### config.mk
export PLATFORM = sky130hd
export DESIGN_NAME = guest_intercept_check_and_capture
export DESIGN_NICKNAME = d
export VERILOG_FILES = /design/src/intercept_pkg.sv /design/src/capture_if.sv /design/src/byte_fetch_tracker.sv /design/src/guest_intercept_check_and_capture.sv
export SDC_FILE = /design/constraint.sdc
export NUM_CORES = 1
export LEC_CHECK = 0
export ABC_AREA = 1
export BUFFER_PORTS_ARGS = -buffer_cell sky130_fd_sc_hd__buf_2
export CAP_MARGIN = 10
export CORE_UTILIZATION = 56
export CTS_CLUSTER_SIZE = 12
export DETAILED_ROUTE_END_ITERATION = 7
export GPL_ROUTABILITY_DRIVEN = 0
export GPL_TIMING_DRIVEN = 0
export HOLD_SLACK_MARGIN = 0.02
export PLACE_DENSITY = 0.79
export RECOVER_POWER = 50
export SKIP_LAST_GASP = 1
export SYNTH_ARGS = -nofsm -noshare
export SYNTH_HDL_FRONTEND = slang
export SYNTH_SLANG_ARGS = --single-unit
### constraint.sdc
create_clock -name i_core_clk -period 15.63 [get_ports i_core_clk]
set_input_delay 1.563 -clock i_core_clk [delete_from_list [all_inputs] [get_ports i_core_clk]]
set_output_delay 1.563 -clock i_core_clk [all_outputs]
set_load 0.05 [all_outputs]
### src/intercept_pkg.sv
// What this block does
// [RULE1] capture guest bytes on nested/intercepted page fault
// [RULE2] capture up to fifteen bytes, fifteen without fault
// [RULE3] fetch fault keeps only bytes already fetched
// [RULE4] count in bits 3:0, bits 7:4 zero
// [RULE5] fill only for data-access page faults
// [RULE6] other intercepts clear the count byte
// [RULE7] status register intercept checked by five ops
// [RULE8] non-memory faults first; word ops before memory
// [RULE9] page base: non-memory faults before intercept
// [RULE10] page base write intercept precedes cache flush
// [RULE11] pointer entry fault checked after intercept
// [RULE12] implicit page base accesses never intercepted
// [RULE13] other control regs: exceptions before intercept
// [RULE14] debug regs: exceptions first, implicit unchecked
// [RULE15] selective write fires only on other bits
// [RULE16] both enabled reports non-selective intercept
// [RULE17] selective has generic write priority
// [RULE18] load word treats selective as non-selective
// [RULE19] table regs: after opcode/protection, before memory
// [RULE20] intercept abandons instruction, exits to host
package intercept_pkg;

	localparam logic [11:0] CAPTURE_OFFSET = 12'h0d0;
	localparam int          CAPTURE_BITS   = 128;
	localparam int          MAX_BYTES      = 15;
	localparam int          COUNT_LSB      = 0;
	localparam int          COUNT_MSB      = 3;
	localparam int          BYTES_LSB      = 8;
	localparam int          TS_BIT         = 3;
	localparam int          MP_BIT         = 1;
	localparam logic [3:0]  COUNT_ZERO     = 4'h0;

	// instruction classes seen by the check
	typedef enum logic [3:0] {
		OP_NONE, OP_MOV_TO_MS, OP_MOV_FROM_MS, OP_LOAD_WORD, OP_STORE_WORD,
		OP_CLEAR_TS, OP_MOV_TO_PTB, OP_MOV_FROM_PTB, OP_MOV_OTHER_CR,
		OP_MOV_DEBUG, OP_TABLE_REG
	} op_class_t;

	// outcome of the priority resolution
	typedef enum logic [3:0] {
		RES_NONE, RES_EXC_PRE, RES_EXIT_MS_WRITE, RES_EXIT_MS_SEL,
		RES_EXIT_MS_READ, RES_EXIT_PTB_WRITE, RES_EXIT_PTB_READ,
		RES_EXIT_OTHER_CR, RES_EXIT_DEBUG, RES_EXIT_TABLE, RES_EXC_POST
	} result_t;

endpackage

### src/capture_if.sv
// carries fetched bytes from the fetch tracker to the capture field
interface capture_if;
	logic       start;
	logic       byte_valid;
	logic [7:0] byte_data;
	logic       fetch_fault;
	logic       done;
	logic [3:0] count;
	logic [119:0] bytes;
	modport tracker (input start, byte_valid, byte_data, fetch_fault,
		output done, count, bytes);
	modport top (output start, byte_valid, byte_data, fetch_fault,
		input done, count, bytes);
endinterface

### src/byte_fetch_tracker.sv
module byte_fetch_tracker
	import intercept_pkg::*;
(
	input  wire logic i_core_clk,
	input  wire logic i_reset,
	capture_if.tracker cap
);
	logic [3:0]   cnt_reg;
	logic         busy_reg;
	logic [119:0] bytes_reg;
	logic         done_reg;

	wire   take = busy_reg & cap.byte_valid & ~cap.fetch_fault;
	wire   full = take & (cnt_reg == 4'(MAX_BYTES - 1)); // RULE2
	wire   stop = busy_reg & (cap.fetch_fault | full); // RULE3

	// count bytes until fifteen or a fetch fault
	always_ff @(posedge i_core_clk or posedge i_reset) begin
		if (i_reset) begin
			cnt_reg   <= 4'h0;
			busy_reg  <= 1'b0;
			bytes_reg <= '0;
			done_reg  <= 1'b0;
		end else begin
			done_reg <= stop;
			if (cap.start) begin
				cnt_reg  <= 4'h0;
				busy_reg <= 1'b1;
			end else begin
				if (take) begin
					bytes_reg[cnt_reg*8 +: 8] <= cap.byte_data;
					cnt_reg                   <= cnt_reg + 4'h1;
				end
				if (stop)
					busy_reg <= 1'b0;
			end
		end
	end

	assign cap.done  = done_reg;
	assign cap.count = cnt_reg;
	assign cap.bytes = bytes_reg;

	// a plain bound on a four-bit count holds by construction, so watch the stop
	chk_count_limit: assert property (@(posedge i_core_clk) disable iff (i_reset)
		busy_reg && full && !cap.start |=> !busy_reg && cnt_reg == 4'(MAX_BYTES))
		else $error("fetch did not stop at fifteen"); // RULE2
	chk_fault_freeze: assert property (@(posedge i_core_clk) disable iff (i_reset)
		busy_reg && cap.fetch_fault && !cap.start |=> cnt_reg == $past(cnt_reg))
		else $error("count moved on fetch fault"); // RULE3
endmodule // byte_fetch_tracker

### src/guest_intercept_check_and_capture.sv
module guest_intercept_check_and_capture
	import intercept_pkg::*;
(
	input  wire logic         i_core_clk,
	input  wire logic         i_reset,
	input  wire logic         i_check_valid,
	input  wire op_class_t    i_op,
	input  wire logic         i_is_write,
	input  wire logic         i_implicit,
	input  wire logic         i_nonmem_fault,
	input  wire logic         i_mem_fault,
	input  wire logic         i_page_dir_pointer_entry_fault,
	input  wire logic         i_ext_phys_addr,
	input  wire logic [31:0]  i_ms_old,
	input  wire logic [31:0]  i_ms_new,
	input  wire logic         i_en_ms_read,
	input  wire logic         i_en_ms_write,
	input  wire logic         i_en_ms_sel,
	input  wire logic         i_en_ptb_read,
	input  wire logic         i_en_ptb_write,
	input  wire logic         i_en_other_cr,
	input  wire logic         i_en_debug,
	input  wire logic         i_en_table,
	input  wire logic         i_pf_exit,
	input  wire logic         i_pf_is_fetch,
	input  wire logic         i_other_exit,
	input  wire logic         i_byte_valid,
	input  wire logic [7:0]   i_byte_data,
	input  wire logic         i_fetch_fault,
	input  wire logic [11:0]  i_rd_offset,
	output logic              o_result_valid,
	output result_t           o_result,
	output logic              o_guest_exit,
	output logic              o_abandon,
	output logic              o_allow_flush,
	output logic              o_allow_mem,
	output logic              o_fetch_req,
	output logic              o_capture_write,
	output logic [127:0]      o_rd_data
);

	////////////////////////////////////////////////////////////////
	// intercept enables per op class
	wire ms_write_op = (i_op == OP_MOV_TO_MS) | (i_op == OP_LOAD_WORD)
		| (i_op == OP_CLEAR_TS); // RULE7
	wire ms_read_op  = (i_op == OP_MOV_FROM_MS) | (i_op == OP_STORE_WORD); // RULE7
	wire word_op     = (i_op == OP_LOAD_WORD) | (i_op == OP_STORE_WORD);
	wire [31:0] ms_diff = i_ms_old ^ i_ms_new;
	wire [31:0] sel_mask = ~((32'h1 << TS_BIT) | (32'h1 << MP_BIT));
	wire other_bits_change = |(ms_diff & sel_mask); // RULE15
	// clear-task-switched only touches the ts bit, so selective never fires
	wire sel_hit = i_en_ms_sel & (i_op != OP_CLEAR_TS)
		& ((i_op == OP_LOAD_WORD) | other_bits_change); // RULE15 RULE18
	wire ms_write_hit = ms_write_op & i_en_ms_write; // RULE16
	wire ms_sel_hit   = ms_write_op & ~i_en_ms_write & sel_hit; // RULE16 RULE17
	wire ms_read_hit  = ms_read_op & i_en_ms_read;
	wire ptb_op       = (i_op == OP_MOV_TO_PTB) | (i_op == OP_MOV_FROM_PTB);
	// implicit page base traffic from entry, exit or task switch is exempt
	wire ptb_w_hit    = (i_op == OP_MOV_TO_PTB) & i_en_ptb_write & ~i_implicit; // RULE12
	wire ptb_r_hit    = (i_op == OP_MOV_FROM_PTB) & i_en_ptb_read & ~i_implicit; // RULE12
	wire cr_hit       = (i_op == OP_MOV_OTHER_CR) & i_en_other_cr;
	wire dbg_hit      = (i_op == OP_MOV_DEBUG) & i_en_debug & ~i_implicit; // RULE14
	wire tbl_hit      = (i_op == OP_TABLE_REG) & i_en_table;
	wire any_hit = ms_write_hit | ms_sel_hit | ms_read_hit | ptb_w_hit | ptb_r_hit
		| cr_hit | dbg_hit | tbl_hit;

	////////////////////////////////////////////////////////////////
	// exceptions checked ahead of the intercept differ by class
	// other cr and debug: all normal exceptions, memory ones included
	wire all_first  = (i_op == OP_MOV_OTHER_CR) | (i_op == OP_MOV_DEBUG); // RULE13 RULE14
	wire pre_exc    = i_nonmem_fault | (all_first & i_mem_fault); // RULE8 RULE9 RULE19
	// word ops and table ops: memory faults only after the intercept
	wire ptb_page_dir_pointer_entry   = i_ext_phys_addr & i_page_dir_pointer_entry_fault & (i_op == OP_MOV_TO_PTB); // RULE11
	wire post_exc   = (~all_first & i_mem_fault) | ptb_page_dir_pointer_entry;
	wire exit_now   = ~pre_exc & any_hit; // RULE20

	result_t res_next;
	always_comb begin
		res_next = RES_NONE;
		if (pre_exc)
			res_next = RES_EXC_PRE;
		else if (ms_write_hit)
			res_next = RES_EXIT_MS_WRITE; // RULE16
		else if (ms_sel_hit)
			res_next = RES_EXIT_MS_SEL;
		else if (ms_read_hit)
			res_next = RES_EXIT_MS_READ;
		else if (ptb_w_hit)
			res_next = RES_EXIT_PTB_WRITE;
		else if (ptb_r_hit)
			res_next = RES_EXIT_PTB_READ;
		else if (cr_hit)
			res_next = RES_EXIT_OTHER_CR;
		else if (dbg_hit)
			res_next = RES_EXIT_DEBUG;
		else if (tbl_hit)
			res_next = RES_EXIT_TABLE;
		else if (post_exc)
			res_next = RES_EXC_POST; // RULE11
	end

	// flush and memory access only when no exit or earlier fault
	wire flush_ok = i_check_valid & (i_op == OP_MOV_TO_PTB) & ~pre_exc & ~exit_now
		& ~post_exc; // RULE10
	wire mem_ok   = i_check_valid & (word_op | (i_op == OP_TABLE_REG)) & ~pre_exc
		& ~exit_now; // RULE8 RULE19

	// decision register, one pulse per check
	always_ff @(posedge i_core_clk or posedge i_reset) begin
		if (i_reset) begin
			o_result_valid <= 1'b0;
			o_result       <= RES_NONE;
			o_guest_exit   <= 1'b0;
			o_abandon      <= 1'b0;
			o_allow_flush  <= 1'b0;
			o_allow_mem    <= 1'b0;
		end else begin
			o_result_valid <= i_check_valid;
			o_result       <= i_check_valid ? res_next : RES_NONE;
			o_guest_exit   <= i_check_valid & exit_now; // RULE20
			o_abandon      <= i_check_valid & (exit_now | pre_exc | post_exc);
			o_allow_flush  <= flush_ok;
			o_allow_mem    <= mem_ok;
		end
	end

	////////////////////////////////////////////////////////////////
	// capture field and byte fetch
	capture_if cap ();
	byte_fetch_tracker u_tracker (
		.i_core_clk (i_core_clk),
		.i_reset    (i_reset),
		.cap        (cap)
	);

	wire data_pf = i_pf_exit & ~i_pf_is_fetch; // RULE1 RULE5
	assign cap.start       = data_pf;
	assign cap.byte_valid  = i_byte_valid;
	assign cap.byte_data   = i_byte_data;
	assign cap.fetch_fault = i_fetch_fault;

	logic [127:0] field_reg;
	logic         pending_reg;

	// field updated at fetch end; other exits clear the count byte
	always_ff @(posedge i_core_clk or posedge i_reset) begin
		if (i_reset) begin
			field_reg       <= '0;
			pending_reg     <= 1'b0;
			o_fetch_req     <= 1'b0;
			o_capture_write <= 1'b0;
		end else begin
			o_capture_write <= 1'b0;
			if (data_pf) begin
				pending_reg <= 1'b1;
				o_fetch_req <= 1'b1;
			end else if (pending_reg && cap.done) begin
				pending_reg     <= 1'b0;
				o_fetch_req     <= 1'b0;
				field_reg[127:BYTES_LSB] <= cap.bytes; // RULE1
				field_reg[7:0] <= {4'h0, cap.count}; // RULE4
				o_capture_write <= 1'b1;
			end else if (i_other_exit || (i_pf_exit && i_pf_is_fetch)) begin
				field_reg[7:0]  <= 8'h00; // RULE6 RULE5
				o_capture_write <= 1'b1;
			end
		end
	end

	// read port of the control block field
	wire hit_rd = (i_rd_offset == CAPTURE_OFFSET);
	always_ff @(posedge i_core_clk or posedge i_reset) begin
		if (i_reset)
			o_rd_data <= '0;
		else
			o_rd_data <= hit_rd ? field_reg : '0;
	end

	////////////////////////////////////////////////////////////////
	chk_nonsel_wins: assert property (@(posedge i_core_clk) disable iff (i_reset)
		i_check_valid && !pre_exc && ms_write_op && i_en_ms_write
		|=> o_result == RES_EXIT_MS_WRITE) else $error("non-selective not reported"); // RULE16
	chk_clear_task_switched_op_nosel: assert property (@(posedge i_core_clk) disable iff (i_reset)
		i_check_valid && i_op == OP_CLEAR_TS && !i_en_ms_write
		|=> !o_guest_exit) else $error("clear ts took selective exit"); // RULE15
	chk_ptb_before_flush: assert property (@(posedge i_core_clk) disable iff (i_reset)
		o_guest_exit |-> !o_allow_flush && !o_allow_mem) else $error("side effect on exit"); // RULE10
	chk_implicit_ptb: assert property (@(posedge i_core_clk) disable iff (i_reset)
		i_check_valid && ptb_op && i_implicit
		|=> !o_guest_exit) else $error("implicit page base intercepted"); // RULE12
	chk_exc_first: assert property (@(posedge i_core_clk) disable iff (i_reset)
		i_check_valid && i_nonmem_fault |=> o_result == RES_EXC_PRE && !o_guest_exit)
		else $error("intercept beat non-memory fault"); // RULE8
	chk_other_cr_mem: assert property (@(posedge i_core_clk) disable iff (i_reset)
		i_check_valid && all_first && i_mem_fault |=> !o_guest_exit)
		else $error("intercept beat memory fault"); // RULE13
	chk_word_mem: assert property (@(posedge i_core_clk) disable iff (i_reset)
		i_check_valid && !i_nonmem_fault && i_op == OP_LOAD_WORD && i_en_ms_write
		|=> o_guest_exit) else $error("load word exit missed"); // RULE8
	chk_count_bits: assert property (@(posedge i_core_clk) disable iff (i_reset)
		o_capture_write |-> field_reg[7:4] == 4'h0) else $error("count high bits set"); // RULE4
	chk_other_clear: assert property (@(posedge i_core_clk) disable iff (i_reset)
		i_other_exit && !data_pf && !(pending_reg && cap.done)
		|=> field_reg[7:0] == 8'h00) else $error("count byte not cleared"); // RULE6

	cov_sel_exit: cover property (@(posedge i_core_clk) o_result == RES_EXIT_MS_SEL);
	cov_full_fetch: cover property (@(posedge i_core_clk)
		o_capture_write && field_reg[3:0] == 4'(MAX_BYTES));
	cov_page_dir_pointer_entry_post: cover property (@(posedge i_core_clk) o_result == RES_EXC_POST);
	cov_table_exit: cover property (@(posedge i_core_clk) o_result == RES_EXIT_TABLE);

endmodule // guest_intercept_check_and_capture

== Word level (Yosys, flattened, before mapping) ==
Index checks and enable logic that the tools add are counted.
Storage, ports and cells
  register bits: 393
  output and inout bits: 139
Cells by class
  $add $sub $neg: 2
  reduce and logical (&&, ||, !) cells: 11
  shift-type cells: 2
  muxes and demuxes: 24
  bitwise logic cells: 62
  equality and inequality tests: 13
Operator list (number)
  128-bit two-way mux: 1
  120-bit bitwise mux: 1
  8-bit by 34-bit variable shift with 120-bit output (first input constant): 1
  8-bit by 34-bit variable part select with 120-bit output: 1
  4-bit two-way mux: 13
  7-bit negation with 34-bit output: 1
  1-bit bitwise AND: 33
  32-bit XOR: 1
  30-bit OR reduction: 1
  1-bit bitwise OR: 19
  4-bit by 3-bit equality test with 1-bit output (second input constant): 4
  4-bit equality test (second input constant): 4
  8-bit two-way mux: 2
  12-bit by 8-bit equality test with 1-bit output (second input constant): 1
  1-bit NOT: 9
  4-bit by 2-bit equality test with 1-bit output (second input constant): 2
  2-bit nonzero test: 4
  1-bit two-way mux: 7
  2-bit AND reduction: 3
  4-bit by 1-bit adder with 4-bit output (second input constant): 1
  4-bit by 1-bit equality test with 1-bit output (second input constant): 1
  4-bit by 3-bit != test with 1-bit output (second input constant): 1
  1-bit logical AND: 2
  1-bit logical OR: 1

== Longest topological paths before layout ==
Gate-level depths: netlist of the first run.
  depth after elaboration: 16
  mapped depth: 17
  mapped depth without buffers: 14

== Cells and area by module ==
From an unflattened synthesis of the first run, not the netlist that was laid out.
Second synthesis, totals
  cell total of the unflattened synthesis: 1636
  area, all modules: 15393.5 um2
By module, submodules not included
  guest_intercept_check_and_capture: times used 1, cells an instance 972, sequential area each 6481.2 um2, area an instance 9693.0 um2
  byte_fetch_tracker: times used 1, cells an instance 664, sequential area each 3153.0 um2, area an instance 5700.5 um2

== Worst setup path after synthesis of the first run ==
No wires, ideal clock.
  path type: input port to flip-flop
  start point: in i_byte_valid
  end point: reg u_tracker.bytes_reg[88] (netlist: u_tracker.cap.bytes[88])
  data required time: 15.507 ns
  buffers on the path: 2
  arrival time: 2.885 ns
  setup slack: 12.622 ns
  stages on the path: 9
  path through: nand2_1 -> nor2_1 -> nand2_1 -> nor3_1 -> buf_2 -> nand2_1 -> buf_2 -> a21oi_1 -> a21oi_1
Between the ends
  cells in the longest elaborated chain, start to end: 3
Ends and longest elaborated chain
  start: declaration: line guest_intercept_check_and_capture.sv:27  | input wire logic i_byte_valid,
  1-bit bitwise AND (2 in series): line byte_fetch_tracker.sv:13  | wire take = busy_reg & cap.byte_valid & ~cap.fetch_fault;
  2-bit AND reduction (no source line)
  end signal: indexed assignment: line byte_fetch_tracker.sv:31  | bytes_reg[cnt_reg*8 +: 8] <= cap.byte_data;
  end: declaration: line byte_fetch_tracker.sv:10  | logic [119:0] bytes_reg;
No other way between the ends.
A chain may end at the register's enable or synchronous reset.

==> impl_metrics.toml, run 1 <==
[clocking]
clk_latency_ns = 0.52
cts_repair_resize_count = 0
holdBufCountCts = 0
clkSlewWorstSetupHoldPaths_ns = 0.06
clock_path_buffers = 3
post_cts_buffers = 0
clock_sinks = 385
cts-root-buf = "clkbuf_16"
numCtsBuffers = 39
htree_levels = 2
tritoncts = "built"

[logic_synthesis]
netlist_area_um2 = 15000
synth_fa_ha_area_share_pct = 0.418
synth_top_family_by_area = "simple AND/OR/NAND/NOR gates"
synth-seq-area-share_pct = 64.3
synth_edf_count = 0
synth-seq-cells = 385
synthSimpleGateAreaFrac_pct = 16.7
synthMuxAreaShare_pct = 0.0669
yosysTopAreaCell = "dfrtp_1"
synth_compound_area_share_pct = 9.13
synthDominantCellAreaShare_pct = 64.3
synthXorXnorAreaFrac_pct = 1.59
synthDistinctLibCells = 41
synth-async-reset-ratio_pct = 100
yosysWarnings = 0
syn_inst = 1573
yosys-top-cells-area = "dfrtp_1, nor2_1, nand2_1"
synth_ff_type = "dfrtp_1"
syn_area_per_cell_um2 = 9.52

[global_routing]
grt_pass1_wl_um = 56200
grt_max_degree = 109
grt-ovfl-total = 0
grt_use_met3_pct = 4.97
grt_usage_pct = 26.6
use_met1_pct = 36.6
antenna_found_initial = 1
grt_busiest_layer = "met2"
use_met2_pct = 42.9
grt_pass1_vias = 11100

[timing]
fin_skew_ns = 0.0132
max_freq_mhz = 130
hold_slack_ns = 0.474
rsz0062_at_grt = "no"
final-setup-viol-count = 0
layout_min_cycle_time_ns = 7.68
period_share_pct = 49.1
slew-limit-headroom_pct = -199
layout_setup_ws_ns = 7.95
fin_tns_setup_ns = 0
hold_viol_final = 0
drv_slew = 186
tightest_slew_ns = 4.48

[power]
power_leakage_uw = 0.00922
powerDensity_nw_per_um2 = 137
vdd_drop_max_mv = 0.0904

[critical_path]
worst_ep_arrival_time_ns = 7.24
critPathRequiredTime_ns = 15.19
r2r_start = "u_tracker.cap.count[0]"
max_stage_delay_ns = 3.27
critPathKind = "in2async"
regToRegSetupSlack_ns = 12.07
cp_slowest_cell = "clkbuf_1"
worstSetupStartpoint = "i_reset"
crit_chain = "buf_2 -> clkinvlp_2 -> clkbuf_1"
critPathLaunchType = "primary input"
crit_path_end = "o_rd_data[111]"
reg2regPathDepth = 10
end_kind = "async pin"
crit_path_max_fanout = 98
r2r-end = "u_tracker.cap.bytes[23]"

[finish]
fillers = 2103
syn_to_final_growth_pct = 17.5
mostFrequentLayoutCells = "dfrtp_1, nor2_1, nand2_1, inv_1, clkbuf_1"
layout.nets = 1974
final_common_cell = "dfrtp_1"
drive_gt1_share_pct = 10.3

[drt]
first_pass_iters = 8
via_count = 11700
ant_nets = 0
routedWlPerCell_um = 16.2
dr.first_iter.drc_count = 1038
drc = 18
wl_um = 35700
via_per_inst = 5.29

[place]
dp_hpwl_um = 25500
pre_cts_ws_ns = 11.63
port_buffers = 239

[flow_run]
cap_violations = 2

[run_status]
outcome = "complete, but fails checks"
violations = "design-rule violations, max-capacitance violations, max-slew violations"

[worst_hold_path]
holdCritPathClass = "reg2reg"
hold_path_depth = 2

[floorplanning]
die-area_um2 = 27400
core_area_um2 = 26100
initial_core_util_pct = 57.3
fp-row-count = 59
die_w_um = 166
dieHeight_um = 166
pin_count = 249
cell usage after synthesis, drive strengths merged (5+ instances only):
cell and count:
dfrtp 385, nor2 263, nand2 232, inv 219, a21oi 120, o21ai 110, nand3 58, clkbuf 44
nor3 39, buf 31, xnor2 22, o22ai 13, o31ai 8, ha 5, nand4 5
worst min-delay path by stage:
stage / slack, ns / from / endpoint
floorplan: 0.44 / u_tracker.cap.bytes[101] / u_tracker.cap.bytes[101]
global placement: 0.46 / u_tracker.cap.bytes[82] / u_tracker.cap.bytes[82]
detailed placement: 0.46 / u_tracker.cap.bytes[81] / u_tracker.cap.bytes[81]
CTS: 0.48 / u_tracker.cap.bytes[85] / u_tracker.cap.bytes[85]
global route: 0.49 / u_tracker.cap.bytes[87] / u_tracker.cap.bytes[87]
finish: 0.47 / u_tracker.cap.bytes[87] / u_tracker.cap.bytes[87]
critical path: cells and delay by family:
family / cells / cell delay, ns
buf+inv: 3 / 5.57
through the flow:
stage | instances | power (µW) | utilization (%) | cell area (µm²)
floorplan | 1576 | 1470 | - | 15000
global placement | 2150 | 1560 | 63.5 | 16600
detailed placement | 2153 | 1590 | 63.9 | 16700
CTS | 2205 | 2420 | 68.1 | 17800
global route | 2206 | 2530 | 67.3 | 17600
finish | 2206 | 2410 | 67.3 | 17600
power breakdown:
| group | internal, µW | total [µW] | switching (µW) |
|---|---|---|---|
| sequential | 1140 | 1200 | 58.1 |
| combinational | 113 | 375 | 262 |
| clock | 482 | 834 | 352 |
per-layer routing:
metal  share of wire, %  wire length, µm
met5                  0                0
met2                 48            17200
met1                 41            14700
met3                7.5             2670
met4                3.2             1130
cell families after synthesis:
logic type | Yosys count
and+or+nand+nor | 604
DFF | 385
buffers and inverters | 295
other | 1
AOI/OAI and AO/OA | 257
muxes | 1
adders and majority gates | 5
xor gates and xnor gates | 25
layout make-up:
type | count | area [µm²] | share of cell area, %
Antenna cell | 1 | 2.50 | 0.0142
Buffer | 75 | 323 | 1.83
Clock buffer | 49 | 1090 | 6.17
Clock inverter | 3 | 18.8 | 0.107
Inverter | 220 | 832 | 4.73
Multi-Input combinational cell | 896 | 4200 | 23.8
Sequential cell | 385 | 9630 | 54.8
Tap cell | 335 | 419 | 2.38
Timing Repair Buffer | 242 | 1080 | 6.15
Power figures use the tool's default switching activity.
==> inputs of run 2 (changes only) <==
clock period = 7.5 ns   (was 15.63 ns; I/O delays follow)
==> impl_metrics.toml, run 2 (synthesis gave the netlist of run 1 again) <==
[run_status]
outcome = "complete, but fails checks"
violations = "design-rule violations, max-capacitance violations, max-slew violations"

[drt]
routedWlPerCell_um = 16.3
via_per_inst = 5.28
dr.first_iter.drc_count = 985
via_count = 11700
ant_nets = 0
drc = 26
wl_um = 36100
first_pass_iters = 8

[clocking]
post_cts_buffers = 0
cts_repair_resize_count = 0
clkSlewWorstSetupHoldPaths_ns = 0.06
numCtsBuffers = 39
holdBufCountCts = 0
clock_path_buffers = 3
cts-root-buf = "clkbuf_16"
tritoncts = "built"
htree_levels = 2
clock_sinks = 385
clk_latency_ns = 0.52

[timing]
max_freq_mhz = 275
hold_viol_final = 0
layout_min_cycle_time_ns = 3.64
tightest_slew_ns = 2.16
fin_skew_ns = 0.00607
period_share_pct = 48.5
fin_tns_setup_ns = 0
final-setup-viol-count = 0
slew-limit-headroom_pct = -43.8
rsz0062_at_grt = "no"
drv_slew = 78

[place]
dp_hpwl_um = 26100
port_buffers = 239
dpl_cell_area_um2 = 16800

[critical_path]
critPathKind = "reg2reg"
end_kind = "register"
crit_path_max_fanout = 11
max_stage_delay_ns = 0.81
critPathLaunchType = "register"
crit_chain = "inv_1 -> clkbuf_1 -> clkbuf_1 -> ha_1 -> clkbuf_1 -> inv_1 -> clkbuf_1 -> nor3_1 -> nand3_1 -> o21ai_2"
critPathBufInv = 6
cp_common_cell = "clkbuf_1"
worst_ep_arrival_time_ns = 4.09
cp_slowest_cell = "nor3_1"
critPathRequiredTime_ns = 7.95
crit_family = "buffers and inverters"

[floorplanning]
pin_count = 249
fp-row-count = 59
die_w_um = 166
die-area_um2 = 27400
core_area_um2 = 26100
dieHeight_um = 166
initial_core_util_pct = 57.3

[power]
power_leakage_uw = 0.00959
p_comb_share_pct = 15.7
powerDensity_nw_per_um2 = 283
p_switching_uw = 1400
vdd_drop_max_mv = 0.145
share_seq_of_total_power_pct = 49.7
swShare_pct = 27.7
p_int_uw = 3650
p_clk_share_pct = 34.6

[finish]
drive_gt1_share_pct = 14.4
final_common_cell = "dfrtp_1"
layout.nets = 1980
syn_to_final_growth_pct = 19.0
mostFrequentLayoutCells = "dfrtp_1, nor2_1, nand2_1, inv_1, buf_2"
fin_area_um2 = 17800

[flow_run]
cap_violations = 2

[global_routing]
grt_pass1_vias = 11200
grt-ovfl-total = 0
antenna_found_initial = 1
grt_usage_pct = 26.9
grt_pass1_wl_um = 56600
grt_max_degree = 46

[worst_hold_path]
holdCritPathClass = "in2reg"
run 2: changes by cell type in the layout (fill, tap and decap cells not counted):
cell | previous run | this run
buf_2 | 110 | 182
clkbuf_1 | 189 | 121
buf_12 | 0 | 7
buf_16 | 2 | 1
clkbuf_8 | 3 | 4
clkinv_4 | 2 | 1
run 2: through the flow:
stage / cells / power (µW) / setup slack [ns] / utilization, % / hold slack [ns]
2_1_floorplan: 1576 / 3070 / 1.57 / - / 0.443
3_3_place_gp: 2150 / 3260 / -0.161 / 63.5 / 0.461
3_5_place_dp: 2159 / 3320 / 4.07 / 64.3 / 0.466
4_1_cts: 2215 / 5070 / 4.02 / 68.6 / 0.387
5_1_grt: 2216 / 5290 / 3.32 / 68.2 / 0.422
6_report: 2216 / 5050 / 3.86 / 68.2 / 0.432
run 2: path summary, 6_finish.rpt:
kind | cells after the start | to | from | slack (ns)
worst max-delay path | 10 | u_tracker.cap.bytes[21] | u_tracker.cap.count[0] | 3.86
worst min-delay path | 1 | o_result_valid | i_check_valid | 0.43
worst max register to register | 10 | u_tracker.cap.bytes[21] | u_tracker.cap.count[0] | 3.86
worst min register to register | 2 | u_tracker.cap.bytes[87] | u_tracker.cap.bytes[87] | 0.48
max in group asynchronous | 6 | o_rd_data[106] | i_reset | 3.93
min in group asynchronous | 2 | o_rd_data[42] | i_reset | 0.63
run 2: area by class of cell:
cell class                      count  area [µm²]
Timing Repair Buffer              248        1280
Tap cell                          335         419
Sequential cell                   385        9630
Clock buffer                       54        1110
Buffer                             75         323
Fill cell                        2052        8320
Antenna cell                        1        2.50
Inverter                          220         832
Multi-Input combinational cell    896        4200
Clock inverter                      2        10.0
run 2: routing by layer:
| metal | vias up | global-route usage (%) | share of wire, % |
|---|---|---|---|
| met5 | - | 0 | 0 |
| met4 | 0 | 11.2 | 4.1 |
| met3 | 121 | 5.57 | 7.4 |
| met2 | 476 | 42.4 | 48 |
| met1 | 5621 | 36.4 | 41 |
| li1 | 5483 | - | - |
run 2: power groups by stage:
stage | clock network [µW] | logic (µW) | registers [µW]
detailed placement | 0 | 780 | 2540
CTS | 1780 | 791 | 2500
global route | 1860 | 899 | 2530
finish | 1750 | 793 | 2510
floorplan | 0 | 551 | 2520
global placement | 0 | 733 | 2530
==> inputs of run 3 (changes only) <==
ABC_AREA = 0   (was 1)
clock period = 3.4 ns   (was 7.5 ns; I/O delays follow)
==> impl_metrics.toml, run 3 <==
[timing]
hold_viol_final = 0
layout_min_cycle_time_ns = 2.91
slew-limit-headroom_pct = 1.03
drv_slew = 0
rsz0062_at_grt = "no"
max_freq_mhz = 343
fin_tns_setup_ns = 0
final-setup-viol-count = 0
period_share_pct = 85.7
layout_setup_ws_ns = 0.485
fin_skew_ns = 0.0192
tightest_slew_ns = 1.48

[drt]
routedWlPerCell_um = 18.8
via_count = 8978
drc = 12
dr.first_iter.drc_count = 546
first_pass_iters = 7
via_per_inst = 5.29
wl_um = 31800
ant_nets = 0

[clocking]
clock_sinks = 385
numCtsBuffers = 39
clk_latency_ns = 0.52
post_cts_buffers = 0
htree_levels = 2
tritoncts = "built"
clkSlewWorstSetupHoldPaths_ns = 0.06
cts-root-buf = "clkbuf_16"
cts_repair_resize_count = 0
clock_path_buffers = 3

[logic_synthesis]
synth_compound_area_share_pct = 1.65
synth.most_common_cell = "dfrtp_1"
synth_ff_type = "dfrtp_1"
synthXorXnorAreaFrac_pct = 2.09
synthMuxAreaShare_pct = 18.1
yosysWarnings = 0
synthTopCellsByCount = "dfrtp_1, mux2_2, and2_1, nand2_1, xnor2_1"
yosys-top-cells-area = "dfrtp_1, mux2_2, and2_1"
synth-seq-area-share_pct = 63.7
synth_top_family_by_area = "multiplexers"
synthDistinctLibCells = 58
synth_edf_count = 0
synth-seq-cells = 385
syn_area_per_cell_um2 = 14.3
synthDominantCellAreaShare_pct = 63.7
syn_inst = 1056
netlist_area_um2 = 15100
synth-async-reset-ratio_pct = 100
synth_fa_ha_area_share_pct = 0.414
yosysTopAreaCell = "dfrtp_1"
synthSimpleGateAreaFrac_pct = 11.9

[global_routing]
grt_usage_pct = 24.0
grt_max_degree = 48
grt_pass1_wl_um = 51600
grt-ovfl-total = 0
antenna_found_initial = 1
grt_pass1_vias = 9490

[critical_path]
critPathLaunchType = "register"
critPathRequiredTime_ns = 3.79
end_kind = "register"
worst_ep_arrival_time_ns = 3.30
crit_path_max_fanout = 10
critPathKind = "reg2reg"

[floorplanning]
pin_count = 249
die_w_um = 166
fp-row-count = 59
dieHeight_um = 166
initial_core_util_pct = 57.5
die-area_um2 = 27700
core_area_um2 = 26300

[finish]
fillers = 1938
syn_to_final_growth_pct = 17.5
diodes = 0
final_util_pct = 67.6
layout.nets = 1462
mostFrequentLayoutCells = "dfrtp_1, mux2_2, clkbuf_1, and2_1, buf_2"
final_common_cell = "dfrtp_1"
drive_gt1_share_pct = 30.9
fin_area_um2 = 17800

[run_status]
violations = "design-rule violations, max-capacitance violations"
outcome = "complete, but fails checks"

[place]
port_buffers = 236
dpl_cell_area_um2 = 16900
pre_cts_ws_ns = 0.486
dp_hpwl_um = 22300

[power]
powerDensity_nw_per_um2 = 511
vdd_drop_max_mv = 0.335
power_leakage_uw = 0.00894
power.total_uw = 9080

[flow_run]
cap_violations = 1

[worst_hold_path]
holdCritPathClass = "in2reg"
-- run 3: changes by cell type after synthesis, moves of 19 or more --
cell     previous run  this run
nor2_1            262        27
inv_1             217         8
mux2_2              0       200
nand2_1           226        44
and2_1              0       148
a21oi_1           120         6
o21ai_0            88         8
nand3_1            58         6
mux2_4              0        32
nor3_1             34         7
and3_1              0        19
-- run 3: worst max-delay path, cell delays in order (launching register included) --
cell and delay, ns:
dfrtp_1 0.52, clkbuf_1 0.37, nor3_1 0.12, ha_1 0.40, nor4_4 0.56, nand2_1 0.42
mux2_2 0.40
-- run 3: cell families after synthesis --
| kind of cell | Yosys count |
|---|---|
| AO/OA/AOI/OAI | 36 |
| XOR/XNOR | 36 |
| adder cells (fa/ha/maj) | 5 |
| buffers and inverters | 61 |
| flip-flops | 385 |
| multiplexers | 233 |
| other | 1 |
| AND/OR/NAND/NOR | 299 |
-- run 3: per-stage QoR --
step                std cells  hold slack [ns]
floorplan                1059            0.371
global placement         1630            0.460
detailed placement       1639            0.462
CTS                      1696            0.126
global route             1696            0.155
finish                   1696            0.145
-- run 3: cell type report --
cell class / count / area (µm²) / share of cell area, %
Multi-Input combinational cell: 613 / 5190 / 29.2
Tap cell: 335 / 419 / 2.36
Buffer: 53 / 279 / 1.57
Clock inverter: 3 / 18.8 / 0.106
Inverter: 8 / 31.3 / 0.176
Sequential cell: 385 / 9630 / 54.3
Timing Repair Buffer: 247 / 1120 / 6.33
Clock buffer: 52 / 1060 / 6.00
-- run 3: path summary, 6_finish.rpt --
path | depth (start not counted) | slack [ns] | end | from
setup / recovery | 6 | 0.49 | u_tracker.cap.bytes[94] | u_tracker.cap.count[0]
hold / removal | 4 | 0.15 | o_result[0] | i_nonmem_fault
setup reg to reg | 6 | 0.49 | u_tracker.cap.bytes[94] | u_tracker.cap.count[0]
hold reg to reg | 1 | 0.47 | o_rd_data[75] | field_reg[75]
max in group asynchronous | 5 | 0.68 | o_abandon | i_reset
min in group asynchronous | 3 | 0.72 | o_rd_data[100] | i_reset
-- run 3: what timing repair did --
action | 4_1_cts | 5_1_grt
setup endpoints to repair | 0 | 0
endpoints found under the hold margin | 30 | 0
hold buffers | 2 | 0
-- run 3: layer usage --
layer / vias to the layer above / track usage [%] / part of all wire (%)
li1: 4142 / - / -
met1: 4537 / 32.5 / 44
met2: 238 / 40.0 / 49
met3: 61 / 4.17 / 4.9
met4: 0 / 7.57 / 2.8
met5: - / 0 / 0
-- run 3: power breakdown --
group | total, µW | switching [µW] | internal, µW
combinational | 622 | 397 | 225
sequential | 4700 | 43.2 | 4660
clock | 3760 | 1590 | 2160
